$ cat config.mk
export PLATFORM = sky130hd
export DESIGN_NAME = tso_device_flat
export DESIGN_NICKNAME = d
export VERILOG_FILES = /design/src/rtl/tso_pkg.sv /design/src/rtl/tso_if.sv /design/src/rtl/tso_fifo.sv /design/src/rtl/tso_device.sv /design/src/flat_wrapper.sv
export VERILOG_INCLUDE_DIRS = /design/src /design/src/rtl
export SDC_FILE = /design/constraint.sdc
export NUM_CORES = 2
export LEC_CHECK = 0
export BUFFER_PORTS_ARGS = -buffer_cell sky130_fd_sc_hd__buf_2
export CAP_MARGIN = 10
export CORE_UTILIZATION = 55
export CTS_BUF_LIST = sky130_fd_sc_hd__clkbuf_8
export DETAILED_ROUTE_END_ITERATION = 10
export GPL_TIMING_DRIVEN = 0
export PLACE_DENSITY_LB_ADDON = 0.25
export RECOVER_POWER = 100
export SYNTH_ARGS = -nofsm -noshare
export SYNTH_HDL_FRONTEND = slang
export SYNTH_SLANG_ARGS = --single-unit
$ cat constraint.sdc
create_clock -name core_clk -period 4.3 [get_ports core_clk]
set_input_delay 0.43 -clock core_clk [delete_from_list [all_inputs] [get_ports core_clk]]
set_output_delay 0.43 -clock core_clk [all_outputs]
set_load 0.01 [all_outputs]
$ cat src/rtl/tso_params.svh
`ifndef TSO_PARAMS_SVH
`define TSO_PARAMS_SVH

// ---------------------------------------------------------------
// Entry area and FIFO sizing
// ---------------------------------------------------------------
`define TSO_CHANNELS 2
`define TSO_CAP_SMALL 4'h5
`define TSO_CAP_LARGE 4'hf
`define TSO_FIFO_MAX 5'h1f

// ---------------------------------------------------------------
// Entry field positions
// ---------------------------------------------------------------
`define TSO_EN0_BIT 5
`define TSO_EN1_BIT 4
`define TSO_ST0_BIT 7
`define TSO_ST1_BIT 6
`define TSO_SEQ_END_BIT 6
`define TSO_SEQ_FIRST 6'h01

// ---------------------------------------------------------------
// Status area codes
// ---------------------------------------------------------------
`define TSO_FS_OK 8'h00
`define TSO_FS_MISS 8'h01
`define TSO_FS_NONE 8'h02
`define TSO_FS_FULL 8'h03
`define TSO_FS_MARK 8'h80
`define TSO_LAST_TAG 2'h1
`define TSO_NEXT_TAG 2'h3

// ---------------------------------------------------------------
// Timing
// ---------------------------------------------------------------
`define TSO_CLK_NS 10
`define TSO_TICK_NS 1000
`define TSO_US_CYCLES ((`TSO_TICK_NS + `TSO_CLK_NS - 1) / `TSO_CLK_NS)

// ---------------------------------------------------------------
// Controller register offsets (APB byte addresses)
// ---------------------------------------------------------------
`define TSO_REG_CTRL 8'h00
`define TSO_REG_IDX 8'h04
`define TSO_REG_DATA 8'h08
`define TSO_REG_STAT 8'h0c
`define TSO_CTRL_CFG_BIT 0
`define TSO_CTRL_COMMIT_BIT 1
`define TSO_CTRL_BUSY_BIT 2

`endif

$ cat src/rtl/tso_pkg.sv
package tso_pkg;

  // Four-byte entry, byte 0 lowest
  typedef struct packed {
    logic [15:0] target_time_value;
    logic [7:0] sequence_number;
    logic [7:0] output_control_byte;
  } tso_entry_s;

  typedef enum logic {TSO_IDLE, TSO_SCAN} tso_phase_e;

  typedef struct packed {
    logic [31:0][31:0] mem;
    logic [4:0] wr_ptr;
    logic [4:0] rd_ptr;
    logic [4:0] count;
  } tso_fifo_s;

  typedef struct packed {
    logic [31:0] ticker;
    logic [6:0] presc;
    logic [14:0][31:0] area;
    tso_phase_e phase;
    logic [3:0] idx;
    logic [5:0] expected;
    logic [5:0] last_acc;
    logic [7:0] fstate;
    logic [4:0] mark_cnt;
    logic [1:0] ch_en;
    logic [1:0] ch_state;
    logic [1:0] ch_out;
    logic fault;
  } tso_dev_s;

  typedef struct packed {
    logic cfg_large;
    logic [3:0] idx;
    logic [3:0] widx;
    logic [31:0] data;
    logic we;
    logic commit;
    logic [31:0] prdata;
  } tso_host_s;

endpackage

$ cat src/rtl/tso_if.sv
`timescale 1ns/1ns
// Process image link between controller and output unit
interface tso_if;
  logic img_we;
  logic [3:0] img_idx;
  logic [31:0] img_data;
  logic img_commit;
  logic cfg_large;
  logic [31:0] stat_word;
  logic scan_busy;

  modport device (
    input img_we,
    input img_idx,
    input img_data,
    input img_commit,
    input cfg_large,
    output stat_word,
    output scan_busy
  );

  modport host (
    output img_we,
    output img_idx,
    output img_data,
    output img_commit,
    output cfg_large,
    input stat_word,
    input scan_busy
  );
endinterface

$ cat src/rtl/tso_fifo.sv
`timescale 1ns/1ns
`include "tso_params.svh"
module tso_fifo (
  input wire logic core_clk,
  input wire logic reset_n,
  input wire logic push,
  input wire logic [31:0] push_data,
  input wire logic pop,
  output logic [31:0] head,
  output logic [4:0] count,
  output logic full,
  output logic empty
);
  import tso_pkg::*;

  tso_fifo_s st;
  tso_fifo_s next_st;

  // ---------------------------------------------------------------
  // Storage and pointers
  // ---------------------------------------------------------------
  // Thirty-two slots, but count stops at 31 so pointers never alias
  always_comb begin
    next_st = st;
    if (push && !full) begin
      next_st.mem[st.wr_ptr] = push_data;
      next_st.wr_ptr = st.wr_ptr + 5'h1;
    end
    if (pop && !empty) begin
      next_st.rd_ptr = st.rd_ptr + 5'h1;
    end
    next_st.count = st.count + {4'h0, push && !full} - {4'h0, pop && !empty};
  end

  always_ff @(posedge core_clk or negedge reset_n) begin
    if (!reset_n) begin
      st <= '0;
    end else begin
      st <= next_st;
    end
  end

  assign head = st.mem[st.rd_ptr];
  assign count = st.count;
  assign full = (st.count == `TSO_FIFO_MAX);
  assign empty = (st.count == 5'h0);
endmodule

$ cat src/rtl/tso_device.sv
`timescale 1ns/1ns
`include "tso_params.svh"
// Functional notes
// - Two outputs change only at scheduled times
// - Entry area holds five or fifteen entries
// - Device FIFO holds at most 31 entries
// - Entries offered to full FIFO are dropped
// - Host checks FIFO state before offering entries
// - Byte 0: last accepted number, tag 01
// - Byte 1: next executed number, tag 11
// - State 00 after store, 03 when full
// - State 01 bad number, 02 nothing new
// - Marked entry in FIFO sets state bit 7
// - Entries after a marked entry are ignored
// - Host marks last entry or invalidates rest
// - Byte 3 gives current FIFO entry count
// - Entry: control, number, two-byte time
// - Control byte: enables bits 5/4, states 7/6
// - Host avoids enable and state together
// - Numbers run 0 to 63, start at 1
// - Only previous number plus one is accepted
// - Free 32-bit microsecond ticker, wrapping
// - Entry time matches ticker low word
// - Fault indicator on overload, short, overheat
module tso_device (
  input wire logic core_clk,
  input wire logic reset_n,
  tso_if.device link,
  input wire logic overload,
  input wire logic short_circuit,
  input wire logic overheat,
  output logic [1:0] chan_out,
  output logic [31:0] us_ticker,
  output logic module_fault_indicator
);
  import tso_pkg::*;

  tso_dev_s st;
  tso_dev_s next_st;
  logic push;
  logic pop;
  logic [31:0] head_word;
  logic [4:0] fifo_count;
  logic fifo_full;
  logic fifo_empty;
  tso_entry_s cur;
  tso_entry_s head;
  logic [3:0] cap;
  logic push_mark;
  logic pop_mark;
  logic due;
  logic [1:0] ctl_en;
  logic [1:0] ctl_state;

  // ---------------------------------------------------------------
  // Entry FIFO
  // ---------------------------------------------------------------
  // The FIFO only stores words; accept and execute rules live here
  tso_fifo u_fifo (
    .core_clk(core_clk),
    .reset_n(reset_n),
    .push(push),
    .push_data(st.area[st.idx]),
    .pop(pop),
    .head(head_word),
    .count(fifo_count),
    .full(fifo_full),
    .empty(fifo_empty)
  );

  assign head = head_word;
  assign cur = st.area[st.idx];
  // Capacity is read at every slot, so the host keeps it steady during a scan
  assign cap = link.cfg_large ? `TSO_CAP_LARGE : `TSO_CAP_SMALL;

  // Head entry falls due when the ticker low word meets its time
  assign due = !fifo_empty && (head.target_time_value == st.ticker[15:0]);

  // ---------------------------------------------------------------
  // Per-channel control decode
  // ---------------------------------------------------------------
  // Enable and state bits sit in mirrored order, channel 0 on the upper bit
  for (genvar c = 0; c < `TSO_CHANNELS; c++) begin : g_chan
    assign ctl_en[c] = head.output_control_byte[(c == 0) ? `TSO_EN0_BIT : `TSO_EN1_BIT];
    assign ctl_state[c] = head.output_control_byte[(c == 0) ? `TSO_ST0_BIT : `TSO_ST1_BIT];
  end

  // ---------------------------------------------------------------
  // Next-state logic
  // ---------------------------------------------------------------
  // Scan walks the area one entry a cycle; busy stops new commits
  always_comb begin
    next_st = st;
    push = 1'b0;
    pop = 1'b0;
    push_mark = 1'b0;
    pop_mark = 1'b0;

    // Microsecond ticker, wraps by natural overflow
    // One microsecond is a whole number of clocks at the fixed core rate
    if (st.presc == 7'(`TSO_US_CYCLES - 1)) begin
      next_st.presc = 7'h0;
      next_st.ticker = st.ticker + 32'h1;
    end else begin
      next_st.presc = st.presc + 7'h1;
    end

    // Host writes into the entry area, a write to slot index fifteen is dropped
    if (link.img_we && (link.img_idx < `TSO_CAP_LARGE)) begin
      next_st.area[link.img_idx] = link.img_data;
    end

    // Scan: one slot a cycle; a refusal, a marker or the last slot ends it
    unique case (st.phase)
      TSO_IDLE: begin
        if (link.img_commit) begin
          next_st.phase = TSO_SCAN;
          next_st.idx = 4'h0;
        end
      end
      TSO_SCAN: begin
        if (cur.sequence_number[5:0] != st.expected) begin
          // Stale first entry means nothing new was offered
          if (st.idx == 4'h0) begin
            if (cur.sequence_number[5:0] == st.last_acc) begin
              next_st.fstate = `TSO_FS_NONE;
            end else begin
              next_st.fstate = `TSO_FS_MISS;
            end
          end
          // A later mismatch ends the batch and keeps the last code
          next_st.phase = TSO_IDLE;
        end else if (fifo_full) begin
          // Full: the entry is not stored and the batch stops here
          next_st.fstate = `TSO_FS_FULL;
          next_st.phase = TSO_IDLE;
        end else begin
          push = 1'b1;
          push_mark = cur.sequence_number[`TSO_SEQ_END_BIT];
          next_st.last_acc = cur.sequence_number[5:0];
          next_st.expected = cur.sequence_number[5:0] + 6'h1;
          // Report full at once so the host does not lose the next batch;
          // a pop in the same cycle frees the slot again, so it is not full then
          if ((fifo_count == (`TSO_FIFO_MAX - 5'h1)) && !due) begin
            next_st.fstate = `TSO_FS_FULL;
          end else begin
            next_st.fstate = `TSO_FS_OK;
          end
          next_st.idx = st.idx + 4'h1;
          if (push_mark || (st.idx == (cap - 4'h1))) begin
            next_st.phase = TSO_IDLE;
          end
        end
      end
    endcase

    // Execute the head entry once it falls due
    if (due) begin
      pop = 1'b1;
      pop_mark = head.sequence_number[`TSO_SEQ_END_BIT];
      next_st.ch_en = ctl_en;
      next_st.ch_state = ctl_state;
      // Only draining the last entry reports that nothing new is left
      if ((fifo_count == 5'h1) && !push) begin
        next_st.fstate = `TSO_FS_NONE;
      end
    end

    // Marked entries in flight; back to zero once they have all run
    next_st.mark_cnt = st.mark_cnt + {4'h0, push_mark} - {4'h0, pop_mark};

    // Disabled channel is held low whatever its state bit says
    for (int c = 0; c < `TSO_CHANNELS; c++) begin
      next_st.ch_out[c] = next_st.ch_en[c] & next_st.ch_state[c];
    end

    // Fault inputs are synchronous; one flop keeps the indicator glitch free
    next_st.fault = overload | short_circuit | overheat;
  end

  // ---------------------------------------------------------------
  // State register
  // ---------------------------------------------------------------
  // Reset empties the FIFO and restarts the numbering at its first value
  always_ff @(posedge core_clk or negedge reset_n) begin
    if (!reset_n) begin
      st <= '0;
      st.expected <= `TSO_SEQ_FIRST;
      st.fstate <= `TSO_FS_NONE;
    end else begin
      st <= next_st;
    end
  end

  // ---------------------------------------------------------------
  // Status area and outputs
  // ---------------------------------------------------------------
  // Status bytes come straight from flops, so the host never waits for them
  assign link.stat_word[7:0] = {`TSO_LAST_TAG, st.last_acc};
  // The next-to-run number falls back to the expected one while the FIFO is empty
  assign link.stat_word[15:8] = {`TSO_NEXT_TAG,
                                 fifo_empty ? st.expected : head.sequence_number[5:0]};
  assign link.stat_word[23:16] = st.fstate | ((st.mark_cnt != 5'h0) ? `TSO_FS_MARK : 8'h00);
  assign link.stat_word[31:24] = {3'h0, fifo_count};
  assign link.scan_busy = (st.phase == TSO_SCAN);
  assign chan_out = st.ch_out;
  assign us_ticker = st.ticker;
  assign module_fault_indicator = st.fault;
endmodule

$ cat src/flat_wrapper.sv
// flat-port wrapper written by rule: the top's interface ports become plain ports
module tso_device_flat import tso_pkg::*;
  (core_clk, reset_n, overload, short_circuit, overheat, chan_out, us_ticker, module_fault_indicator, link_img_we, link_img_idx, link_img_data, link_img_commit, link_cfg_large, link_stat_word, link_scan_busy);
  tso_if link_i ();
  input wire logic core_clk;
  input wire logic reset_n;
  input wire logic overload;
  input wire logic short_circuit;
  input wire logic overheat;
  output logic [1:0] chan_out;
  output logic [31:0] us_ticker;
  output logic module_fault_indicator;
  input wire logic [$bits(link_i.img_we)-1:0] link_img_we;
  input wire logic [$bits(link_i.img_idx)-1:0] link_img_idx;
  input wire logic [$bits(link_i.img_data)-1:0] link_img_data;
  input wire logic [$bits(link_i.img_commit)-1:0] link_img_commit;
  input wire logic [$bits(link_i.cfg_large)-1:0] link_cfg_large;
  output wire logic [$bits(link_i.stat_word)-1:0] link_stat_word;
  output wire logic [$bits(link_i.scan_busy)-1:0] link_scan_busy;
  assign link_i.img_we = link_img_we;
  assign link_i.img_idx = link_img_idx;
  assign link_i.img_data = link_img_data;
  assign link_i.img_commit = link_img_commit;
  assign link_i.cfg_large = link_cfg_large;
  assign link_stat_word = link_i.stat_word;
  assign link_scan_busy = link_i.scan_busy;
  tso_device u_core (.core_clk(core_clk), .reset_n(reset_n), .link(link_i), .overload(overload), .short_circuit(short_circuit), .overheat(overheat), .chan_out(chan_out), .us_ticker(us_ticker), .module_fault_indicator(module_fault_indicator));
endmodule
==> qor.yml <==
status: "finished, violations left"
violations: "design-rule violations, max-capacitance violations, max-slew violations, negative setup slack"
grtUsageTotal_pct: 30.8
fillers: 8497
p_clk_share_pct: 30.0
dpl.cell_count: 5773
wl_mm: 177
synth_ff_type: "dfrtp_1"
worst_pin_slew_ns: 2.23
dp_hpwl_mm: 114
syn_inst: 4148
routed-via-count: 38587
power_frac_comb_pct: 30.3
min_period_ns: 4.65
overflow: 0
antenna_found_initial: 2
final_util_pct: 63.7
port_buffers: 99
finalMaxSlewViolations: 330
dp_slack_ns: -2.61
multiInputGateArea_mm2: 0.0271
post-route-period-util_pct: 108
yosysSeqAreaShare_pct: 53.5
synth_cell_types: 90
p_int_mw: 25.2
crit_type: "reg -> reg"
htreeDepth: 4
setup-tns-final_ns: -2.20
drtIter0Drc: 3289
ff_latch_area_mm2: 0.0340
synth_top_cell_by_area: "dfrtp_1"
drive_gt1_share_pct: 37.5
fin_ws_ns: -0.348
cp-end-kind: "register"
clock_skew_ns: 0.0470
grt_pass1_vias: 40123
yosysWarnings: 0
power_switching_share_pct: 32.5
critPathArrivalTime_ns: 5.43
numCtsBuffers: 222
die_area_mm2: 0.117
hold_path_class: "in -> async"
synth.most_common_cell: "dfrtp_1"
cts.sinks: 1360
hold_viol: 0
synthToLayoutAreaGrowth_pct: 14.8
nets: 4656
viasPerCell: 6.17
synth_top_area_share_pct: 53.4
netlist_top_cells_area: "dfrtp_1 (53%), mux2_2 (12%), mux2_1 (11%)"
irDropWorstVdd_v: 0.000318
setup_violations: 12
grt_first_pass_wirelength_mm: 264
p_seq_share_pct: 39.7
leakage_nw: 34.9
rsz0062_at_grt: "true"
crit_required_ns: 5.08
initial_utilization_pct: 55.5
clk_path_buf_depth: 3
r2r_cells: 22
fmax_mhz: 215
power.density_mw_per_mm2: 512
synth_commonest_cells: "dfrtp_1 (1,358), mux2_2 (667), mux2_1 (600)"
path_max_fanout: 9
num_rows: 124
wl_per_cell_um: 28.3
insertion_delay_ns: 0.91
grt_max_degree: 170
clkTransAtPathRegs_ns: 0.07
antenna_left: 0
fp.coreArea_mm2: 0.115
syn_area_mm2: 0.0636
die_width_um: 342
synth_edf_count: 0
fp.dieH_um: 342
ctsRootBufferMaster: "clkbuf_8"
cp-start-kind: "register"
drc_errors: 32
maxCapViolCount: 2
final_cells: 6259
synth-seq-cells: 1360
synthArstFlopShare_pct: 100
dr.pass1.iters: 8
cts_tree: "done"
switchingPower_mw: 12.2
max-slew-margin-rel_pct: -48.7
place_congestion: 0.835
syn_area_per_cell_um2: 15.3
ios: 112
==> stage by stage <==
step	hold WS, ns	power [mW]	cell area, um^2
6_report	0.0909	37.4	73000
4_1_cts	0.0465	37.0	72700
3_5_place_dp	0.460	24.0	66300
2_1_floorplan	0.134	20.6	63600
5_1_grt	0.109	38.7	73000
3_3_place_gp	0.444	23.8	66000
==> power by group through the flow <==
stage	clock network [mW]	logic [mW]	registers [mW]
2_1_floorplan	0	5.88	14.7
4_1_cts	11.3	10.9	14.8
3_3_place_gp	0	8.85	15.0
5_1_grt	11.9	11.8	15.0
3_5_place_dp	0	9.02	15.0
6_report	11.2	11.3	14.8
==> logic make-up (layout without fill, tap and decap cells) <==
kind of cell,Yosys count,after routing,share of synthesized area (%)
AOI/OAI and AO/OA,191,191,2.14
xor gates and xnor gates,81,81,1.12
adders and majority gates,25,25,0.516
buffers and inverters,463,1055,4.61
DFF,1360,1360,53.5
muxes,1721,1721,35.5
other,2,9,0.0118
and+or+nand+nor,305,305,2.56
==> worst max-delay path, stage by stage (launching register included) <==
cell	delay (ns)
dfrtp_1	0.41
buf_12	0.16
buf_12	0.16
buf_16	0.16
buf_4	0.17
mux2i_2	0.17
mux4_2	0.55
xnor2_1	0.16
or3b_4	0.42
nor4_4	0.35
nand4_4	0.14
buf_12	0.17
a21oi_4	0.26
ha_4	0.25
inv_2	0.06
ha_4	0.13
inv_2	0.04
fa_2	0.35
inv_1	0.08
a21oi_1	0.06
nor2_1	0.08
nor2_1	0.05
xnor2_1	0.12
==> layer usage <==
layer	up-vias	track usage (%)	wire [um]
met5	-	0	0
met2	1363	48.5	83600
met1	20738	43.0	74300
met4	0	11.8	6980
met3	339	5.63	12100
li1	16147	-	-
==> state kept, by name, indices dropped and copies added (netlist names) <==
signal                         cells
u_core.link.stat_word              6
u_core.st                        439
u_core.module_fault_indicator      1
u_core.chan_out                    2
u_core.u_fifo.st                 874
u_core.us_ticker                  32
u_core.link.scan_busy              1
u_core.u_fifo.count                5
==> path summary, 6_finish.rpt <==
kind	to	startpoint	slack, ns
max in group asynchronous	u_core.st[246]	reset_n	0.46
min in group core_clk	u_core.link.scan_busy	link_cfg_large	0.13
max reg2reg	u_core.st[11]	u_core.u_fifo.st[5]	-0.35
min reg2reg	u_core.u_fifo.st[637]	u_core.u_fifo.st[637]	0.48
min	u_core.us_ticker[25]	reset_n	0.09
max	u_core.st[11]	u_core.u_fifo.st[5]	-0.35
==> layout by cell type (no fill, tap or decap), types with 55 or more instances in the layout <==
cell type,count
buf_2,86
buf_4,86
buf_6,91
clkbuf_1,195
clkbuf_8,283
dfrtp_1,1356
inv_1,95
mux2_1,602
mux2_2,665
mux2i_1,133
mux4_2,291
nand2_1,95
xnor2_1,55
==> area by class of cell <==
type	instances	area share [%]
Antenna cell	2	0.00686
Buffer	426	4.81
Clock buffer	280	5.28
Clock inverter	102	0.742
Inverter	31	0.180
Multi-Input combinational cell	2330	37.1
Sequential cell	1360	46.6
Tap cell	1512	2.59
Timing Repair Buffer	216	2.63
==> what timing repair did <==
action,4_1_cts,5_1_grt
gates resized for setup,269,60
buffers inserted,47,23
gates cloned,7,0
hold buffers,31,0
endpoints found under the setup margin,504,305
pin swaps,25,22
hold endpoints to repair,265,0
No activity file was read; power rests on OpenSTA's default activity.
